$ cat config.mk
export PLATFORM = sky130hd
export DESIGN_NAME = ext_regulator_config_control
export DESIGN_NICKNAME = d
export VERILOG_FILES = /design/src/include/ext_rail_pkg.sv /design/src/hdl/ext_regulator_config_control.sv
export SDC_FILE = /design/constraint.sdc
export NUM_CORES = 1
export LEC_CHECK = 0
export BUFFER_PORTS_ARGS = -buffer_cell sky130_fd_sc_hd__buf_2
export CORE_UTILIZATION = 46
export CTS_CLUSTER_SIZE = 8
export DETAILED_ROUTE_END_ITERATION = 6
export PLACE_DENSITY_LB_ADDON = 0.2
export SYNTH_ARGS = -nofsm -noshare
export SYNTH_HDL_FRONTEND = slang
export SYNTH_SLANG_ARGS = --single-unit
$ cat constraint.sdc
create_clock -name clk -period 1.8 [get_ports clk]
set_clock_uncertainty 0.2 [all_clocks]
set_input_delay 0.18 -clock clk [delete_from_list [all_inputs] [get_ports clk]]
set_output_delay 0.18 -clock clk [all_outputs]
set_load 0.02 [all_outputs]
$ cat src/include/ext_rail_pkg.sv
`default_nettype none
package ext_rail_pkg;

    // Chip operating modes, one-hot
    typedef enum logic [5:0] {
        MODE_INIT    = 6'h01,
        MODE_NORMAL  = 6'h02,
        MODE_STOP    = 6'h04,
        MODE_SLEEP   = 6'h08,
        MODE_RESTART = 6'h10,
        MODE_FAILSAFE= 6'h20
    } chip_mode_e;

    // Locked configuration states, one-hot
    typedef enum logic [2:0] {
        CFG_OPEN     = 3'h1,
        CFG_ALONE    = 3'h2,
        CFG_SHARE    = 3'h4
    } cfg_state_e;

    // Host control bits as one bundle
    typedef struct packed {
        logic standaloneEnable;
        logic shareEnable;
        logic outLevelSelect;
        logic keepOnLowSupply;
        logic shareInStop;
    } ctrl_s;

    // Status seen by the host in the second supply status word
    typedef struct packed {
        logic railOn;
        logic configAlone;
        logic configShare;
        logic extOvercurrentFlag;
        logic extUndervoltageFlag;
    } status_s;

    localparam logic       LEVEL_5V0      = 1'h0;
    localparam logic       LEVEL_3V3      = 1'h1;
    localparam logic       RAIL_OFF       = 1'h0;
    localparam logic       RAIL_ON        = 1'h1;
    localparam cfg_state_e CFG_RESET      = CFG_OPEN;
    localparam logic       CTRL_BIT_RESET = 1'h0;
    localparam logic       FLAG_RESET     = 1'h0;
    localparam logic       STAGE_RESET    = 1'h0;
    localparam status_s    STATUS_RESET   = 5'h00;

endpackage : ext_rail_pkg
`default_nettype wire

$ cat src/hdl/ext_regulator_config_control.sv
`timescale 1ns/100ps
`default_nettype none

module ext_regulator_config_control (
    input  wire logic                      clk,
    input  wire logic                      reset,
    input  wire logic                      softReset,
    input  wire ext_rail_pkg::chip_mode_e  chipMode,
    input  wire ext_rail_pkg::ctrl_s       ctrl,
    input  wire logic                      ctrlWrite,
    input  wire logic                      batteryLowThreshold,
    input  wire logic                      baseCurrentAboveRise,
    input  wire logic                      baseCurrentBelowFall,
    input  wire logic                      shuntThresholdReached,
    input  wire logic                      railUndervoltage,
    input  wire logic                      overcurrentClear,
    input  wire logic                      undervoltageClear,
    output logic                           externalRailEnable,
    output logic                           outLevel,
    output logic                           highStageEnable,
    output logic                           lowStageEnable,
    output logic                           commandFault,
    output ext_rail_pkg::status_s          status
);

    ////////////////////////////////////////////////////////////////////////////
    // Configuration lock
    ////////////////////////////////////////////////////////////////////////////

    // The lock is taken once per power cycle; a soft reset leaves it alone,
    // so a host that restarts its own software cannot reconfigure the rail.
    // Control bits below the lock are volatile and do clear on soft reset.
    ext_rail_pkg::cfg_state_e cfg_reg;
    ext_rail_pkg::cfg_state_e cfg_next;
    logic                     level_reg;
    logic                     level_next;
    logic                     keep_reg;
    logic                     stopKeep_reg;
    logic                     aloneOn_reg;
    logic                     aloneOn_next;
    logic                     railOn_reg;
    logic                     railOn_next;
    logic                     high_reg;
    logic                     high_next;
    logic                     fault_reg;
    logic                     oc_reg;
    logic                     uv_reg;
    logic                     keep_next;
    logic                     stopKeep_next;
    logic                     fault_next;
    logic                     oc_next;
    logic                     uv_next;
    ext_rail_pkg::status_s    status_reg;
    ext_rail_pkg::status_s    status_next;

    // Mode decode; a code that is not one-hot matches none of these
    wire logic isNormal  = (chipMode == ext_rail_pkg::MODE_NORMAL);
    wire logic isStop    = (chipMode == ext_rail_pkg::MODE_STOP);
    wire logic isSleep   = (chipMode == ext_rail_pkg::MODE_SLEEP);
    wire logic isRestart = (chipMode == ext_rail_pkg::MODE_RESTART);
    wire logic isOff     = (chipMode == ext_rail_pkg::MODE_INIT) ||
                           (chipMode == ext_rail_pkg::MODE_FAILSAFE);
    wire logic isOpen    = (cfg_reg == ext_rail_pkg::CFG_OPEN);
    wire logic isAlone   = (cfg_reg == ext_rail_pkg::CFG_ALONE);
    wire logic isShare   = (cfg_reg == ext_rail_pkg::CFG_SHARE);

    // A write that tries to move the configuration away from the lock
    wire logic changeTry = ctrlWrite && !isOpen &&
                           ((ctrl.shareEnable != isShare) ||
                            (isShare && ctrl.standaloneEnable));

    wire logic faultSet  = changeTry && isShare;

    wire logic pickShare = ctrlWrite && ctrl.shareEnable;

    wire logic pickAlone = ctrlWrite && ctrl.standaloneEnable && isNormal;

    // Next lock state; share wins if both bits arrive together
    always_comb begin
        cfg_next = cfg_reg;
        unique case (cfg_reg)
            ext_rail_pkg::CFG_OPEN: begin
                if (pickShare) begin
                    cfg_next = ext_rail_pkg::CFG_SHARE;
                end else if (pickAlone) begin
                    cfg_next = ext_rail_pkg::CFG_ALONE;
                end
            end
            ext_rail_pkg::CFG_ALONE: cfg_next = ext_rail_pkg::CFG_ALONE;
            ext_rail_pkg::CFG_SHARE: cfg_next = ext_rail_pkg::CFG_SHARE;
        endcase
    end

    // lock cleared by power reset only
    always_ff @(posedge clk or posedge reset) begin
        if (reset) begin
            cfg_reg <= ext_rail_pkg::CFG_RESET;
        end else begin
            cfg_reg <= cfg_next;
        end
    end

    ////////////////////////////////////////////////////////////////////////////
    // Control bits and rail state
    ////////////////////////////////////////////////////////////////////////////

    // level from select bit, sharing forces 5.0V
    assign level_next = !ctrlWrite ? level_reg :
                        (isShare || cfg_next == ext_rail_pkg::CFG_SHARE) ?
                        ext_rail_pkg::LEVEL_5V0 : ctrl.outLevelSelect;

    // Stand-alone on/off is only switchable in normal mode; else held.
    // A write in another mode leaves the rail as it was, which keeps the
    // fixed behaviour of stop, sleep and restart intact.
    assign aloneOn_next = (ctrlWrite && isNormal) ? ctrl.standaloneEnable : aloneOn_reg;

    assign keep_next     = ctrlWrite ? ctrl.keepOnLowSupply : keep_reg;
    assign stopKeep_next = ctrlWrite ? ctrl.shareInStop : stopKeep_reg;

    // Control bits are cleared by soft reset, the lock is not
    always_ff @(posedge clk or posedge reset) begin
        if (reset) begin
            level_reg    <= ext_rail_pkg::LEVEL_5V0;
            keep_reg     <= ext_rail_pkg::CTRL_BIT_RESET;
            stopKeep_reg <= ext_rail_pkg::CTRL_BIT_RESET;
            aloneOn_reg  <= ext_rail_pkg::CTRL_BIT_RESET;
        end else if (softReset) begin
            level_reg    <= ext_rail_pkg::LEVEL_5V0;
            keep_reg     <= ext_rail_pkg::CTRL_BIT_RESET;
            stopKeep_reg <= ext_rail_pkg::CTRL_BIT_RESET;
            aloneOn_reg  <= ext_rail_pkg::CTRL_BIT_RESET;
        end else begin
            level_reg    <= level_next;
            keep_reg     <= keep_next;
            stopKeep_reg <= stopKeep_next;
            aloneOn_reg  <= aloneOn_next;
        end
    end

    // Modes in which a stand-alone rail keeps its last state
    wire logic isHold    = isStop || isSleep || isRestart;

    // stand-alone per mode: off, configurable, or fixed
    // An illegal mode code falls back to off, the safe side for a load
    wire logic aloneWant = isOff    ? ext_rail_pkg::RAIL_OFF :
                           isNormal ? aloneOn_next :
                           isHold   ? railOn_reg : ext_rail_pkg::RAIL_OFF;

    // sharing follows main rail, stop gated by keep bit
    wire logic shareWant = isNormal || isRestart || (isStop && stopKeep_reg);

    wire logic uvBlock   = batteryLowThreshold && !keep_reg;

    assign railOn_next = isAlone ? aloneWant :
                         isShare ? shareWant : ext_rail_pkg::RAIL_OFF;

    always_ff @(posedge clk or posedge reset) begin
        if (reset) begin
            railOn_reg <= ext_rail_pkg::RAIL_OFF;
        end else begin
            railOn_reg <= railOn_next;
        end
    end

    ////////////////////////////////////////////////////////////////////////////
    // Regulator stages
    ////////////////////////////////////////////////////////////////////////////

    // Rising comparator wins a tie, so a load step is never starved.
    // Outside normal and stop the low stage carries the rail alone.
    // stop-mode hysteresis on base current
    always_comb begin
        high_next = high_reg;
        if (isNormal) begin
            high_next = 1'h1;
        end else if (!isStop) begin
            high_next = 1'h0;
        end else if (baseCurrentAboveRise) begin
            high_next = 1'h1;
        end else if (baseCurrentBelowFall) begin
            high_next = 1'h0;
        end
    end

    always_ff @(posedge clk or posedge reset) begin
        if (reset) begin
            high_reg <= ext_rail_pkg::STAGE_RESET;
        end else begin
            high_reg <= high_next;
        end
    end

    ////////////////////////////////////////////////////////////////////////////
    // Flags
    ////////////////////////////////////////////////////////////////////////////

    // sticky overcurrent, stand-alone only; set beats clear
    wire logic ocSet = isAlone && railOn_reg && shuntThresholdReached;
    // Rail undervoltage is only signalled in stand-alone configuration
    wire logic uvSet = isAlone && railOn_reg && railUndervoltage;

    assign fault_next = faultSet || (fault_reg && !ctrlWrite);
    assign oc_next    = ocSet || (oc_reg && !overcurrentClear);
    assign uv_next    = uvSet || (uv_reg && !undervoltageClear);

    always_ff @(posedge clk or posedge reset) begin
        if (reset) begin
            fault_reg <= ext_rail_pkg::FLAG_RESET;
            oc_reg    <= ext_rail_pkg::FLAG_RESET;
            uv_reg    <= ext_rail_pkg::FLAG_RESET;
        end else begin
            fault_reg <= fault_next;
            oc_reg    <= oc_next;
            uv_reg    <= uv_next;
        end
    end

    ////////////////////////////////////////////////////////////////////////////
    // Outputs
    ////////////////////////////////////////////////////////////////////////////

    // Battery undervoltage acts without a clock delay, so the rail drops at once
    wire logic railLive = railOn_reg && !uvBlock;

    // Stage enables only run while the rail itself is live
    assign externalRailEnable = railLive;
    assign outLevel           = level_reg;
    assign highStageEnable    = railLive && high_reg;
    assign lowStageEnable     = railLive && !isNormal;
    assign commandFault       = fault_reg;

    ////////////////////////////////////////////////////////////////////////////
    // Status word
    ////////////////////////////////////////////////////////////////////////////

    assign status_next = '{railOn:              railLive,
                           configAlone:         isAlone,
                           configShare:         isShare,
                           extOvercurrentFlag:  oc_reg,
                           extUndervoltageFlag: uv_reg};

    // Registered, so the host sees settled bits one clock after the rail moves
    always_ff @(posedge clk or posedge reset) begin
        if (reset) begin
            status_reg <= ext_rail_pkg::STATUS_RESET;
        end else begin
            status_reg <= status_next;
        end
    end

    assign status = status_reg;

    // Notes for users of this block:
    // - outLevel only matters in stand-alone configuration; while sharing
    //   it reads 5.0V and the main rail decides the real level.
    // - Soft reset leaves both flags alone; only the host clears them.
    // - commandFault clears on the next accepted write, so a host that
    //   polls it must read it before its next configuration write.
    // - The status word lags externalRailEnable by one clock.
    // - An illegal mode code turns a stand-alone rail off and keeps the
    //   high stage off; sharing also stays off in that case.

endmodule : ext_regulator_config_control

`default_nettype wire

Word level (Yosys, flattened, before mapping):

Index checks and enable logic that the tools add are counted.
W data, S select, Z words.

* flip-flop bits (word level): 17
* input port bits: 22
* word-level logic and storage cells: 86

* equal/unequal tests: 13
* multiplexer cells: 21
* reductions and logical operators: 37

Operators with widths (number)
* $logic_and A1 B1 Y1: 19
* $mux W1: 18
* $logic_or A1 B1 Y1: 10
* $pmux W3 S3: 1
* $ne A4 B4 Y1 const B: 2
* $logic_not A1 Y1: 7
* $eq A3 B3 Y1 const B: 2
* $eq A6 B1 Y1 const B: 1
* $eq A6 B2 Y1 const B: 1
* $eq A6 B3 Y1 const B: 1
* $eq A6 B4 Y1 const B: 1
* $eq A6 B5 Y1 const B: 1
* $eq A6 B6 Y1 const B: 1
* $mux W3: 2
* $eq A3 B1 Y1 const B: 1
* $eq A3 B2 Y1 const B: 1
* $reduce_bool A2 Y1: 1
* $ne A1 B1 Y1: 1

Logic depth before layout (Yosys ltp):

* depth in word-level cells: 10
* gate-level depth with buffers: 5
* gate-level depth less buffers: 4

Least setup slack after synthesis:

OpenSTA, ideal clock, no wires.

* path kind: register -> register
* start: register cfg_reg[0]
* end: register railOn_reg
* data arrival time: 1065 ps
* required time: 1474 ps
* slack: 409 ps
* stages on the path, launching flop included: 4
* path buffers: 0
* period minus slack after synthesis: 1391 ps
* cell sequence: dfstp_2 -> nor3b_2 -> o21ai_2 -> o32a_1

* elaborated cells on any way between the ends: 5

RTL lines
* from (decl): RTL line ext_regulator_config_control.sv:33 `ext_rail_pkg::cfg_state_e cfg_reg;`
* from (signal assigned): RTL line ext_regulator_config_control.sv:97 `cfg_reg <= ext_rail_pkg::CFG_RESET;`
* from (signal assigned): RTL line ext_regulator_config_control.sv:99 `cfg_reg <= cfg_next;`
* $eq A3 B2 Y1 *: RTL line ext_regulator_config_control.sv:64 `wire logic isAlone = (cfg_reg == ext_rail_pkg::CFG_ALONE);`
* via isAlone: RTL line ext_regulator_config_control.sv:64
* $ne A4 B4 Y1 (no line) / $mux W1 (equally long branches)
* to (signal assigned): RTL line ext_regulator_config_control.sv:159 `railOn_reg <= ext_rail_pkg::RAIL_OFF;`
* to (signal assigned): RTL line ext_regulator_config_control.sv:161 `railOn_reg <= railOn_next;`
* to (decl): RTL line ext_regulator_config_control.sv:41 `logic railOn_reg;`

Mark *: on every way through the listed nets, which the timed path passes. The rest lies on a longest branch.
A chain may end at the register's enable or synchronous reset.

Worst setup path after layout:

* start: register keep_reg
* end: output externalRailEnable

* cells in the longest elaborated chain, start to end: 4

Ends and longest elaborated chain
* from (decl): RTL line ext_regulator_config_control.sv:37 `logic keep_reg;`
* from (signal assigned): RTL line ext_regulator_config_control.sv:124 `keep_reg <= ext_rail_pkg::CTRL_BIT_RESET;`
* from (signal assigned): RTL line ext_regulator_config_control.sv:129 `keep_reg <= ext_rail_pkg::CTRL_BIT_RESET;`
* from (signal assigned): RTL line ext_regulator_config_control.sv:134 `keep_reg <= keep_next;`
* $logic_not A1 Y1: RTL line ext_regulator_config_control.sv:152 `wire logic uvBlock = batteryLowThreshold && !keep_reg;`
* $logic_and A1 B1 Y1: RTL line ext_regulator_config_control.sv:152
* $logic_not A1 Y1: RTL line ext_regulator_config_control.sv:223 `wire logic railLive = railOn_reg && !uvBlock;`
* $logic_and A1 B1 Y1: RTL line ext_regulator_config_control.sv:223
* to (decl): RTL line ext_regulator_config_control.sv:18 `output logic externalRailEnable,`

No other way between the ends.

==> results.md <==
- # rows: 14
- Post-synthesis compound-gate area fraction: 13.9%
- Top post-synthesis cells by area: dfrtp_1, o21ai_0, a21oi_1
- Initial antenna violation count: 0
- Delay-heaviest family, CP: flip-flops
- Drt wl/cell: 12.2 um
- Crit path max fanout: 3
- Slew at the pin with the worst max-slew slack: 628 ps
- Largest family of logic cells by synthesized area: simple AND/OR/NAND/NOR gates
- Gate Count Post-Synth: 80
- Final #Nets: 151
- I/O pin cnt: 32
- Max FFs per register: 5
- RSZ-0062 raised after global routing: no
- Synthesis Warnings: 0
- Fmax: 629 MHz
- Final core occ: 73.1%
- Highest-count cells in the layout ignoring fill and taps: buf_2, dfrtp_1, dlygate4sd3_1
- H-Tree Level Count: 1
- Num CTS Buffers: 3
- Max VDD drop: 0.393 mV
- Largest net degree at the start of global routing: 18
- CTS tree: built
- Vias in the first global route: 679
- Via density: 5.31
- Initial Util: 52.0%
- WP data required: 1420 ps
- DRT antenna net count: 0
- Clock buffer depth: 2
- Drc violations: 0
- Post-synth top area share: 48.9%
- Xor and xnor fraction of the mapped netlist area: 3.21%
- Worst Setup Slack, final: 210 ps
- Crit path largest cell delay: 420 ps
- Yosys reg bits: 17
- CP Launch Type: flop
- Post-DP Area: 0.00100 mm^2
- Pwr/cell area: 611 mW/mm^2
- Total track usage: 20.7%
- Post-route cell area: 0.00115 mm^2
- Final hold violations: 0
- Post-synthesis mux area share: 3.82%
- Largest area contributor in the synthesized netlist: dfrtp_1
- Post-CTS Repair Setup Buffers: 0
- Bufs and invs on worst path: 2
- Fillers: 114
- Logic pwr share: 14.7%
- Core Area: 0.00158 mm^2
- Worst-path clk slew: 110 ps
- Post-DP HPWL: 1230 um
- DRT iter0 DRCs: 15
- Netlist Area Pre-Place: 820 um^2
- Status: finished, final reports clean
- CTS Root Cell: clkbuf_4
- Critical Path End Type: output port
- Sequential share of power: 55.7%
- Leakage: 0.571 nW
- Hold WS: 15.7 ps
- Syn Nets: 102
- Critical path class: flop to output port
- First-pass GRT wire length: 2900 um
- Via Count: 765
- Post-Place Worst Slack: 268 ps
- HP Class: input pin to flop
- DIE WIDTH: 44.2 um
- Total wire length: 1760 um
- Max-slew headroom: 58.1%
- Final min period: 1590 ps
- NetSw: 0.000180 W
- Fraction of layout cells with a size suffix above 1: 33.6%
- Synth Area in Adders: 0%
- TritonRoute pass-1 iters: 6
- Pint: 0.000524 W
- Switching Fraction: 25.6%
- Leading cell type in the layout, fill and taps excluded: buf_2
- Total of max-cap violations: 0
- Buffers on Ports: 31
- Slew Limit Fails: 0
- Slowest cell on crit path: dfrtp_1
- Clock group share of total power: 29.7%
- Setup-failing EPs final: 0
- Seq/Total Area, Yosys: 52.1%
- Worst-Skew Late Latency: 300 ps
- Area growth syn-to-layout: 40.6%
- Die Y: 44.2 um
- Antenna Cells: 0
- Crit path cell chain: o21ai_1, inv_1, buf_2
- Tcrit/Tclk final: 88.3%
- RePlAce Congestion: 0.763
- CTS sink cnt: 17
- Library cells used by synthesis: 29
- Die area: 0.00195 mm^2
- Setup tns final: 0 ps
- Worst path arrival time: 1210 ps
- Synth Area in Simple Gates: 23.2%
- Grt ovf: 0
- Synth Area per Inst: 10.2 um^2
-- timing repair --
item,4_1_cts,5_1_grt
setup endpoints to repair,0,2
hold buffers,12,0
hold endpoints to repair,24,0
gates resized for setup,0,1
-- per-stage QoR --
stage / power [W] / std cells
after floorplan: 0.000438 / 80
after global placement: 0.000480 / 128
after detailed placement: 0.000482 / 128
after CTS: 0.000708 / 144
after global routing: 0.000745 / 144
final: 0.000704 / 144
-- cell families after synthesis --
family / Yosys count
mux: 3
compound gates: 19
xor+xnor: 3
flops: 17
buf+inv: 8
simple gates: 30
-- power groups by stage --
stage,Sequential (W),Combinational (W),Clock (W)
after floorplan,0.000401,0.0000378,0
after global placement,0.000399,0.0000813,0
after detailed placement,0.000399,0.0000835,0
after CTS,0.000391,0.000103,0.000213
after global routing,0.000393,0.000113,0.000239
final,0.000392,0.000103,0.000209
-- final timing paths --
kind	startpoint	end	slack (ps)	cells past startpoint
max in group asynchronous	reset	outLevel$_DFFE_PP0P_	700	3
min in group asynchronous	reset	oc_reg$_DFF_PP0_	300	3
max reg2reg	high_reg$_DFFE_PP0P_	high_reg$_DFFE_PP0P_	250	5
min	batteryLowThreshold	status[4]$_DFF_PP0_	20	4
max	keep_reg$_DFFE_PP0P_	externalRailEnable	210	3
min reg2reg	uv_reg$_DFF_PP0_	status[0]$_DFF_PP0_	180	0
-- routing by layer --
layer	GRT usage, %	routed length, um
met1	26.2	793
met4	7.27	25
met3	4.90	102
met2	34.4	840
met5	0	0
-- synth_stat cells --
cell and instances:
o211ai_1 1, or4_4 1, dfstp_2 1, o21ai_0 7, nor2_1 4, nand2b_1 4, buf_2 1, and3_1 2
nor2b_1 2, xor2_1 1, mux2_2 1, or4_1 1, mux2i_1 2, nand4b_1 1, nor3_1 3, nand4bb_1 1
o21bai_1 2, inv_1 7, nor3b_2 2, nand3_1 5, xnor2_1 2, nand2_1 2, nand4_1 1, o21ai_2 1
a21oi_1 6, a21o_1 1, dfrtp_1 16, o32a_1 1, nand3b_1 1
-- layout make-up --
cell class,instances,area (um^2),share of cell area (%)
clock inverters,1,5.00,0.434
well taps,16,20.0,1.74
inverters,7,26.3,2.28
flip-flops and latches,17,427,37.0
repair buffers,45,290,25.2
clock buffers,3,22.5,1.95
multi-input cells,55,362,31.4
-- worst min-delay path, delay by kind of cell --
family | cells | cell delay, ps
buffers and inverters | 3 | 220
AO/OA/AOI/OAI | 1 | 90
Note: power is estimated with default switching activity, not from simulation.
